<file path="src/calrack_pkg.sv">
// Constants, types and register map of the calibration rack selector.
// Assumes a single 50 MHz clock and a 32-bit AHB-Lite register bus.
package calrack_pkg;

   ////////////////////////////////////////////////////////////////////////
   // Clock and timing
   localparam int unsigned CLK_HZ = 50_000_000;
   localparam int unsigned CLK_PER_US = CLK_HZ / 1_000_000;
   // Time the checkout equipment holds one code set, longest window
   localparam int unsigned HOLD_MS = 40;
   localparam int unsigned HOLD_CYC = HOLD_MS * (CLK_HZ / 1000);
   // Settling time of the synchronising stage, least time
   localparam int unsigned SETTLE_NS = 1000;
   localparam int unsigned SETTLE_CYC =
      (SETTLE_NS * CLK_PER_US + 999) / 1000;
   // Width of the internal clear pulse, least time
   localparam int unsigned CLEAR_NS = 1000;
   localparam int unsigned CLEAR_CYC =
      (CLEAR_NS * CLK_PER_US + 999) / 1000;

   ////////////////////////////////////////////////////////////////////////
   // Code widths and rack count
   localparam int unsigned MODE_W = 2;
   localparam int unsigned RACK_W = 6;
   localparam int unsigned CHAN_W = 5;
   localparam int unsigned RACKS = 14;
   localparam int unsigned MAP_DEPTH = 64;

   // Mode code values on the two input lines
   localparam logic [MODE_W-1:0] MODE_RUN = 2'h0;
   localparam logic [MODE_W-1:0] MODE_HIGH = 2'h1;
   localparam logic [MODE_W-1:0] MODE_LOW = 2'h2;

   // Rack code that selects every rack in the default table
   localparam logic [RACK_W-1:0] RACK_ALL = 6'h3F;

   ////////////////////////////////////////////////////////////////////////
   // Register byte offsets
   localparam logic [7:0] OFF_CTRL = 8'h00;
   localparam logic [7:0] OFF_STATUS = 8'h04;
   localparam logic [7:0] OFF_SELECT = 8'h08;
   localparam logic [7:0] OFF_LAST = 8'h0C;
   localparam logic [7:0] OFF_MAP_INDEX = 8'h10;
   localparam logic [7:0] OFF_MAP_DATA = 8'h14;

   // Field positions
   localparam int unsigned CTRL_ENABLE_BIT = 0;
   localparam int unsigned CTRL_CLEAR_BIT = 1;
   localparam int unsigned ST_BUSY_BIT = 0;
   localparam int unsigned ST_CLEARING_BIT = 1;
   localparam int unsigned ST_DRIVING_BIT = 2;
   localparam int unsigned ST_EXPIRED_BIT = 3;
   localparam int unsigned LAST_MODE_LSB = 0;
   localparam int unsigned LAST_RACK_LSB = 8;
   localparam int unsigned LAST_CHAN_LSB = 16;

   // Reset values
   localparam logic CTRL_ENABLE_RST = 1'b1;

   // Bus constants
   localparam logic [2:0] HSIZE_WORD = 3'h2;
   localparam logic [1:0] READ_WAIT = 2'h2;

   ////////////////////////////////////////////////////////////////////////
   // Types
   typedef struct packed {
      logic [MODE_W-1:0] mode;
      logic [RACK_W-1:0] rack;
      logic [CHAN_W-1:0] chan;
   } cal_cmd_t;

   typedef enum logic [1:0] {
      CAL_RUN,
      CAL_HIGH,
      CAL_LOW
   } cal_mode_t;

   typedef enum {
      ST_CLEAR,
      ST_IDLE,
      ST_SYNC,
      ST_DRIVE,
      ST_WAIT_DROP
   } seq_state_t;

endpackage

</file>
<file path="src/rack_map_mem.sv">
// Rack code to rack set table, 64 entries of 14 bits, two read ports.
// Assumes one clock; read data of both ports come out of registers.
`timescale 1ns/1ps
module rack_map_mem (
   input wire logic ref_clk,
   input wire logic rst,
   input wire logic [calrack_pkg::RACK_W-1:0] a_addr,
   output logic [calrack_pkg::RACKS-1:0] a_data,
   input wire logic [calrack_pkg::RACK_W-1:0] b_addr,
   output logic [calrack_pkg::RACKS-1:0] b_data,
   input wire logic wr_en,
   input wire logic [calrack_pkg::RACK_W-1:0] wr_addr,
   input wire logic [calrack_pkg::RACKS-1:0] wr_data
);

   logic [calrack_pkg::RACKS-1:0] map_r [calrack_pkg::MAP_DEPTH];

   // Default entry: codes below the rack count pick one rack each,
   // the all-racks code picks every rack, the rest pick none
   function automatic logic [calrack_pkg::RACKS-1:0] default_entry(
      input int unsigned idx);
      logic [calrack_pkg::RACKS-1:0] ent;
      ent = '0;
      if (idx < calrack_pkg::RACKS) begin
         ent[idx] = 1'b1;
      end else if (idx == int'(calrack_pkg::RACK_ALL)) begin
         ent = '1;
      end
      return ent;
   endfunction

   ////////////////////////////////////////////////////////////////////////
   // Table storage, loaded with defaults by reset
   always_ff @(posedge ref_clk or posedge rst) begin
      if (rst) begin
         for (int i = 0; i < calrack_pkg::MAP_DEPTH; i++) begin
            map_r[i] <= default_entry(i);
         end
      end else if (wr_en) begin
         map_r[wr_addr] <= wr_data;
      end
   end

   // Registered read ports
   always_ff @(posedge ref_clk or posedge rst) begin
      if (rst) begin
         a_data <= '0;
         b_data <= '0;
      end else begin
         a_data <= map_r[a_addr];
         b_data <= map_r[b_addr];
      end
   end

endmodule

</file>
<file path="src/calrack_sel.sv">
// Calibration rack selector: takes mode, rack and channel codes from the
// ground checkout equipment and drives rack select and broadcast lines.
// Assumes codes arrive synchronous to ref_clk and one AHB-Lite master.
//
// Notes on behaviour
// - Mode code arrives on two lines.
// - Mode decodes to one of high, low, run.
// - Mode arrival starts sync stage gating rack outputs.
// - Six-line rack code decoded through matrix.
// - Rack outputs idle without mode command.
// - Select lines normally high, chosen racks low.
// - Fourteen rack lines, one or many chosen.
// - Five-line channel code buffered to all selectors.
// - Power-up clear pulse resets all state.
`timescale 1ns/1ps
module calrack_sel #(
   parameter int unsigned HOLD_CYC = calrack_pkg::HOLD_CYC
) (
   input wire logic ref_clk,
   input wire logic rst,
   input wire logic hsel,
   input wire logic [31:0] haddr,
   input wire logic [1:0] htrans,
   input wire logic hwrite,
   input wire logic [2:0] hsize,
   input wire logic [31:0] hwdata,
   input wire logic hready,
   output logic hreadyout,
   output logic [31:0] hrdata,
   output logic hresp,
   input wire logic cmd_present,
   input wire calrack_pkg::cal_cmd_t cal_cmd,
   output logic [calrack_pkg::RACKS-1:0] rack_sel_n,
   output logic cal_high,
   output logic cal_low,
   output logic cal_run,
   output logic [calrack_pkg::CHAN_W-1:0] chan_sel,
   output logic busy
);

   ////////////////////////////////////////////////////////////////////////
   // Declarations
   calrack_pkg::seq_state_t state_r;
   logic [31:0] cnt_r;
   logic present_d_r;
   logic present_rise;
   logic sync_done;
   logic drive_end;
   calrack_pkg::cal_cmd_t last_r;
   logic enable_r;
   logic clr_req_r;
   logic [calrack_pkg::RACK_W-1:0] map_index_r;
   logic [calrack_pkg::RACKS-1:0] map_a;
   logic [calrack_pkg::RACKS-1:0] map_b;
   logic map_wr;
   logic accept;
   logic wr_pend_r;
   logic [7:0] addr_r;
   logic addr_ok_r;
   logic [1:0] rd_cnt_r;
   logic [31:0] rd_val;

   // Mode code to broadcast command; the unused code reads as run
   function automatic calrack_pkg::cal_mode_t decode_mode(
      input logic [calrack_pkg::MODE_W-1:0] code);
      calrack_pkg::cal_mode_t m;
      case (code)
         calrack_pkg::MODE_HIGH: m = calrack_pkg::CAL_HIGH;
         calrack_pkg::MODE_LOW: m = calrack_pkg::CAL_LOW;
         default: m = calrack_pkg::CAL_RUN;
      endcase
      return m;
   endfunction

   // Word-aligned register hit inside the slave window
   function automatic logic reg_hit(input logic [7:0] a,
                                    input logic [7:0] off);
      return a == off;
   endfunction

   ////////////////////////////////////////////////////////////////////////
   // Sequencer events
   assign present_rise = cmd_present && !present_d_r;
   // Codes captured only after the settle time of the sync stage
   assign sync_done = (state_r == calrack_pkg::ST_SYNC) && cmd_present &&
      (cnt_r == 32'(calrack_pkg::SETTLE_CYC - 1));
   // Rack lines released when the mode command goes or the hold ends
   assign drive_end = clr_req_r || (state_r == calrack_pkg::ST_CLEAR) ||
      ((state_r == calrack_pkg::ST_DRIVE) &&
       (!cmd_present || cnt_r == 32'(HOLD_CYC - 1)));

   // Previous level of the mode-present line for arrival detection
   always_ff @(posedge ref_clk or posedge rst) begin
      if (rst) begin
         present_d_r <= 1'b0;
      end else begin
         present_d_r <= cmd_present;
      end
   end

   // Sequencer: clear, wait for arrival, settle, drive, wait for drop
   always_ff @(posedge ref_clk or posedge rst) begin
      if (rst) begin
         state_r <= calrack_pkg::ST_CLEAR;
         cnt_r <= '0;
      end else if (clr_req_r) begin
         state_r <= calrack_pkg::ST_CLEAR;
         cnt_r <= '0;
      end else begin
         case (state_r)
            calrack_pkg::ST_CLEAR: begin
               if (cnt_r == 32'(calrack_pkg::CLEAR_CYC - 1)) begin
                  state_r <= calrack_pkg::ST_IDLE;
                  cnt_r <= '0;
               end else begin
                  cnt_r <= cnt_r + 32'h1;
               end
            end
            calrack_pkg::ST_IDLE: begin
               // A code already standing at clear release is ignored
               if (present_rise && enable_r) begin
                  state_r <= calrack_pkg::ST_SYNC;
                  cnt_r <= '0;
               end
            end
            calrack_pkg::ST_SYNC: begin
               if (!cmd_present) begin
                  state_r <= calrack_pkg::ST_IDLE;
                  cnt_r <= '0;
               end else if (sync_done) begin
                  state_r <= calrack_pkg::ST_DRIVE;
                  cnt_r <= '0;
               end else begin
                  cnt_r <= cnt_r + 32'h1;
               end
            end
            calrack_pkg::ST_DRIVE: begin
               if (!cmd_present) begin
                  state_r <= calrack_pkg::ST_IDLE;
                  cnt_r <= '0;
               end else if (drive_end) begin
                  state_r <= calrack_pkg::ST_WAIT_DROP;
                  cnt_r <= '0;
               end else begin
                  cnt_r <= cnt_r + 32'h1;
               end
            end
            calrack_pkg::ST_WAIT_DROP: begin
               // Overlong code: wait for release before a new arrival
               if (!cmd_present) begin
                  state_r <= calrack_pkg::ST_IDLE;
               end
            end
            default: begin
               state_r <= calrack_pkg::ST_CLEAR;
               cnt_r <= '0;
            end
         endcase
      end
   end

   ////////////////////////////////////////////////////////////////////////
   // Output lines
   // Rack lines stay high; chosen racks go low after sync only
   always_ff @(posedge ref_clk or posedge rst) begin
      if (rst) begin
         rack_sel_n <= '1;
      end else if (drive_end) begin
         rack_sel_n <= '1;
      end else if (sync_done) begin
         rack_sel_n <= ~map_a;
      end
   end

   // Mode broadcast: exactly one of high, low, run at any time
   always_ff @(posedge ref_clk or posedge rst) begin
      if (rst) begin
         cal_high <= 1'b0;
         cal_low <= 1'b0;
         cal_run <= 1'b1;
      end else if (drive_end) begin
         cal_high <= 1'b0;
         cal_low <= 1'b0;
         cal_run <= 1'b1;
      end else if (sync_done) begin
         cal_high <= decode_mode(cal_cmd.mode) ==
            calrack_pkg::CAL_HIGH;
         cal_low <= decode_mode(cal_cmd.mode) ==
            calrack_pkg::CAL_LOW;
         cal_run <= decode_mode(cal_cmd.mode) ==
            calrack_pkg::CAL_RUN;
      end
   end

   // Channel code passed through undecoded, captured with the others
   always_ff @(posedge ref_clk or posedge rst) begin
      if (rst) begin
         chan_sel <= '0;
         last_r <= '0;
      end else if (state_r == calrack_pkg::ST_CLEAR) begin
         chan_sel <= '0;
         last_r <= '0;
      end else if (sync_done) begin
         chan_sel <= cal_cmd.chan;
         last_r <= cal_cmd;
      end
   end

   // Busy whenever the sequencer is not waiting for a new code
   always_ff @(posedge ref_clk or posedge rst) begin
      if (rst) begin
         busy <= 1'b1;
      end else begin
         busy <= !(state_r == calrack_pkg::ST_IDLE && !present_rise);
      end
   end

   ////////////////////////////////////////////////////////////////////////
   // Rack map; port a follows the live rack code so it is ready at sync
   rack_map_mem u_map (
      .ref_clk(ref_clk),
      .rst(rst),
      .a_addr(cal_cmd.rack),
      .a_data(map_a),
      .b_addr(map_index_r),
      .b_data(map_b),
      .wr_en(map_wr),
      .wr_addr(map_index_r),
      .wr_data(hwdata[calrack_pkg::RACKS-1:0])
   );

   ////////////////////////////////////////////////////////////////////////
   // AHB-Lite slave: writes take no wait, reads take two
   assign accept = hsel && htrans[1] && hready;
   assign map_wr = wr_pend_r && addr_ok_r &&
      reg_hit(addr_r, calrack_pkg::OFF_MAP_DATA);

   // Address phase capture and data phase tracking
   always_ff @(posedge ref_clk or posedge rst) begin
      if (rst) begin
         wr_pend_r <= 1'b0;
         addr_r <= '0;
         addr_ok_r <= 1'b0;
         rd_cnt_r <= '0;
         hreadyout <= 1'b1;
      end else begin
         if (rd_cnt_r != 2'h0) begin
            rd_cnt_r <= rd_cnt_r - 2'h1;
            hreadyout <= rd_cnt_r == 2'h1;
         end
         if (accept) begin
            wr_pend_r <= hwrite;
            addr_r <= haddr[7:0];
            // Only aligned whole words in the low window are mapped
            addr_ok_r <= hsize == calrack_pkg::HSIZE_WORD &&
               haddr[31:8] == 24'h000000 && haddr[1:0] == 2'h0;
            if (!hwrite) begin
               rd_cnt_r <= calrack_pkg::READ_WAIT;
               hreadyout <= 1'b0;
            end
         end else if (hready) begin
            wr_pend_r <= 1'b0;
         end
      end
   end

   // Response is always OKAY
   always_ff @(posedge ref_clk or posedge rst) begin
      if (rst) begin
         hresp <= 1'b0;
      end else begin
         hresp <= 1'b0;
      end
   end

   // Control register and one-cycle soft clear request
   always_ff @(posedge ref_clk or posedge rst) begin
      if (rst) begin
         enable_r <= calrack_pkg::CTRL_ENABLE_RST;
         clr_req_r <= 1'b0;
      end else if (wr_pend_r && addr_ok_r &&
                   reg_hit(addr_r, calrack_pkg::OFF_CTRL)) begin
         enable_r <= hwdata[calrack_pkg::CTRL_ENABLE_BIT];
         clr_req_r <= hwdata[calrack_pkg::CTRL_CLEAR_BIT];
      end else begin
         clr_req_r <= 1'b0;
      end
   end

   // Map index register
   always_ff @(posedge ref_clk or posedge rst) begin
      if (rst) begin
         map_index_r <= '0;
      end else if (wr_pend_r && addr_ok_r &&
                   reg_hit(addr_r, calrack_pkg::OFF_MAP_INDEX)) begin
         map_index_r <= hwdata[calrack_pkg::RACK_W-1:0];
      end
   end

   // Read multiplexer; unmapped addresses read as zero
   always_comb begin
      rd_val = '0;
      if (addr_ok_r) begin
         case (addr_r)
            calrack_pkg::OFF_CTRL:
               rd_val[calrack_pkg::CTRL_ENABLE_BIT] = enable_r;
            calrack_pkg::OFF_STATUS: begin
               rd_val[calrack_pkg::ST_BUSY_BIT] = busy;
               rd_val[calrack_pkg::ST_CLEARING_BIT] =
                  state_r == calrack_pkg::ST_CLEAR;
               rd_val[calrack_pkg::ST_DRIVING_BIT] =
                  state_r == calrack_pkg::ST_DRIVE;
               rd_val[calrack_pkg::ST_EXPIRED_BIT] =
                  state_r == calrack_pkg::ST_WAIT_DROP;
            end
            calrack_pkg::OFF_SELECT:
               rd_val[calrack_pkg::RACKS-1:0] = rack_sel_n;
            calrack_pkg::OFF_LAST: begin
               rd_val[calrack_pkg::LAST_MODE_LSB +: calrack_pkg::MODE_W] =
                  last_r.mode;
               rd_val[calrack_pkg::LAST_RACK_LSB +: calrack_pkg::RACK_W] =
                  last_r.rack;
               rd_val[calrack_pkg::LAST_CHAN_LSB +: calrack_pkg::CHAN_W] =
                  last_r.chan;
            end
            calrack_pkg::OFF_MAP_INDEX:
               rd_val[calrack_pkg::RACK_W-1:0] = map_index_r;
            calrack_pkg::OFF_MAP_DATA:
               rd_val[calrack_pkg::RACKS-1:0] = map_b;
            default: rd_val = '0;
         endcase
      end
   end

   // Read data registered in the last wait cycle of a read
   always_ff @(posedge ref_clk or posedge rst) begin
      if (rst) begin
         hrdata <= '0;
      end else if (rd_cnt_r == 2'h1) begin
         hrdata <= rd_val;
      end
   end

endmodule

</file>
<file path="config.mk">
export PLATFORM = sky130hd
export DESIGN_NAME = calrack_sel
export DESIGN_NICKNAME = d
export VERILOG_FILES = /design/src/calrack_pkg.sv /design/src/rack_map_mem.sv /design/src/calrack_sel.sv
export SDC_FILE = /design/constraint.sdc
export NUM_CORES = 2
export LEC_CHECK = 0
export BUFFER_PORTS_ARGS = -buffer_cell sky130_fd_sc_hd__buf_2
export CAP_MARGIN = 20
export CORE_ASPECT_RATIO = 1.1
export CORE_MARGIN = 2
export CORE_UTILIZATION = 23
export CTS_BUF_LIST = sky130_fd_sc_hd__clkbuf_4 sky130_fd_sc_hd__clkbuf_8
export CTS_CLUSTER_SIZE = 20
export DETAILED_ROUTE_END_ITERATION = 6
export SYNTH_ARGS = -nofsm -noshare
export SYNTH_HDL_FRONTEND = slang
export SYNTH_HIERARCHICAL = 1
export SYNTH_SLANG_ARGS = --single-unit
</file>
<file path="constraint.sdc">
create_clock -name ref_clk -period 78.4 [get_ports ref_clk]
set_input_delay 11.76 -clock ref_clk [delete_from_list [all_inputs] [get_ports ref_clk]]
set_output_delay 11.76 -clock ref_clk [all_outputs]
set_load 0.05 [all_outputs]
</file>
==> results.txt <==
status: complete, no violations
Initial Util: 23.1%
Peak VDD IR: 0.0151 mV
Area Overhead vs Synth: 13.6%
share of layout cells above drive strength 1: 50.6%
fill count: 24,256
vias in the first global route: 36,073
total power: 1.23 mW
Power Density: 19.9 nW/µm²
Leak: 25.8 nW
Hold Buf Count CTS: 0
min-delay worst type: reg2reg
area of the core: 235,000 µm²
Cell variety after synth: 77
setup TNS: 0 ps
Port-buffer cells: 111
Main synth FF type: dfrtp_1
most frequent cells in the layout: 980 x dfrtp_1, 928 x mux2_2, 453 x mux4_2, 210 x clkbuf_8, 182 x nand2_1
CTS H-tree lvls: 4
Cell Area, Synth: 54,300 µm²
critical path required time: 79,080 ps
cts bufs inserted: 167
average cell area after synthesis: 14.4 µm²
Final nets: 3,870
Post-synth EDFFs: 0
largest net degree at the start of global routing: 185
Skew-Pair Late Insertion Delay: 940 ps
Cells after DPL: 6,723
total gr overflow: 0
Post-DP Area: 57,900 µm²
CTS tree: built
GPL Wtd Cong: 0.888
non-filler cells, final: 7,035
register area share after synthesis: 47.6%
Die Span X: 467 µm
Crit Path Class: in2reg
Slew Limit Fails: 0
end-of-flow core utilization: 26.2%
fmax: 0.0684 GHz
sequential cell area: 25,900 µm²
post-CTS setup buffers: 0
Detailed Place HPWL: 101,000 µm
Final Cell Area: 61,700 µm²
Setup Viol. Count Final: 0
most common cell after layout, fill and taps aside: dfrtp_1
Yosys reg bits: 1,031
CP Max Fanout: 50
DRT Pass-1 Iters: 5
DRT antenna net count: 0
final hold violation count: 0
Async SR Flop Fraction: 100%
vias per inst: 4.97
DRT iter0 DRCs: 3,226
Worst EP arrival: 15,290 ps
clock slew at reported path FFs: 70 ps
clk sinks: 1,031
Least-Margin Pin Slew: 1270 ps
Cells after Synth: 3,760
Yosys warning count: 6
CTS resizes: 0
multi-input logic area: 26,700 µm²
Setup Skew: 62.5 ps
r2r setup slk: 73,610 ps
Die H: 514 µm
IO Count: 145
Tmin final: 14,610 ps
Critical Path End Type: register
period utilization: 18.6%
antenna violations before repair: 5
unrepaired setup endpoints after global routing: no
max_slew headroom: 14.2%
Rows: 187
WL per Instance: 23.2 µm
GRT Overall Usage: 13.4%
DRC viols: 0
DR vias: 34,947
final wirelength: 164,000 µm
crit start category: primary input
Longest Clk Path Bufs: 3
root buffer cell: clkbuf_8
first-pass GRT wire length: 244,000 µm
maxcap violations: 0
Die Area: 240,000 µm²
[synthesized netlist by cell type, drive strengths merged, types with 42 or more instances]
cell,number,area [µm²]
nand2,183,689
o21ai,112,564
mux2,928,10500
mux4,461,10400
nor2,107,412
mux2i,107,1070
dfrtp,985,24600
dfstp,46,1210
clkbuf,135,507
a21oi,58,290
o22ai,42,263
buf,237,1310
[metal layers]
layer  GRT usage (%)  wire length, µm
met1            17.4            67800
met2            21.8            78100
met3            2.52            10300
met4            5.87             7230
met5               0                0
[where the power goes]
part	internal (mW)	switching (mW)
Combinational	0.0510	0.0858
Sequential	0.551	0.0172
Clock	0.291	0.230
Total	0.893	0.333
[cell type report]
class                           instances  share of cell area, %
Multi-Input combinational cell       2351                   43.2
Sequential cell                      1031                   41.9
Inverter                               19                  0.132
Clock inverter                         29                  0.615
Antenna cell                            3                 0.0122
Timing Repair Buffer                  208                   2.28
Clock buffer                          276                   5.49
Tap cell                             3118                   6.32
[path summary, 6_finish.rpt]
path                                        from                      endpoint  cells past startpoint
max reg2reg                addr_r[2]$_DFFE_PP0P_  u_map/map_r[195]$_DFFE_PP0P_                      6
max                                   cal_cmd[6]     u_map/a_data[5]$_DFF_PP0_                      7
min in group asynchronous                    rst    map_index_r[3]$_DFFE_PP0P_                      2
min reg2reg                present_d_r$_DFF_PP0_                busy$_DFF_PP1_                      1
max in group asynchronous                    rst  u_map/map_r[515]$_DFFE_PP0P_                      4
min                        present_d_r$_DFF_PP0_                busy$_DFF_PP1_                      1
[worst max-delay path, cell delays in order]
cell and delay [ps]:
buf_8 380, buf_4 720, mux4_2 600, mux2i_1 160
a21oi_1 140, o21ai_0 960, o31ai_1 400
[state kept, by name, indices dropped and copies added, names as in the netlist, 2 cells and up]
signal / flops
chan_sel: 5
map_index_r: 6
addr_r: 8
u_map/b_data: 14
u_map/map_r: 896
rd_cnt_r: 2
rack_sel_n: 14
state_r: 3
last_r: 8
cnt_r: 32
u_map/a_data: 14
hrdata: 19
[logic make-up (layout without fill, tap and decap cells)]
family	Yosys count	after routing	synth area share [%]
AOI/OAI and AO/OA	337	337	3.94
xor gates and xnor gates	6	6	0.0968
adders and majority gates	4	4	0.0922
buffers and inverters	391	532	3.48
DFF	1031	1031	47.6
muxes	1496	1496	40.4
other	1	17	0.00691
and+or+nand+nor	494	494	4.37
[per-stage QoR]
stage	worst slack [ps]	hold WS, ps
floorplan	40710	382
finish	63790	428
global placement	62900	406
global route	63830	464
detailed placement	62920	404
CTS	63940	427
No activity file was read; power rests on OpenSTA's default activity.
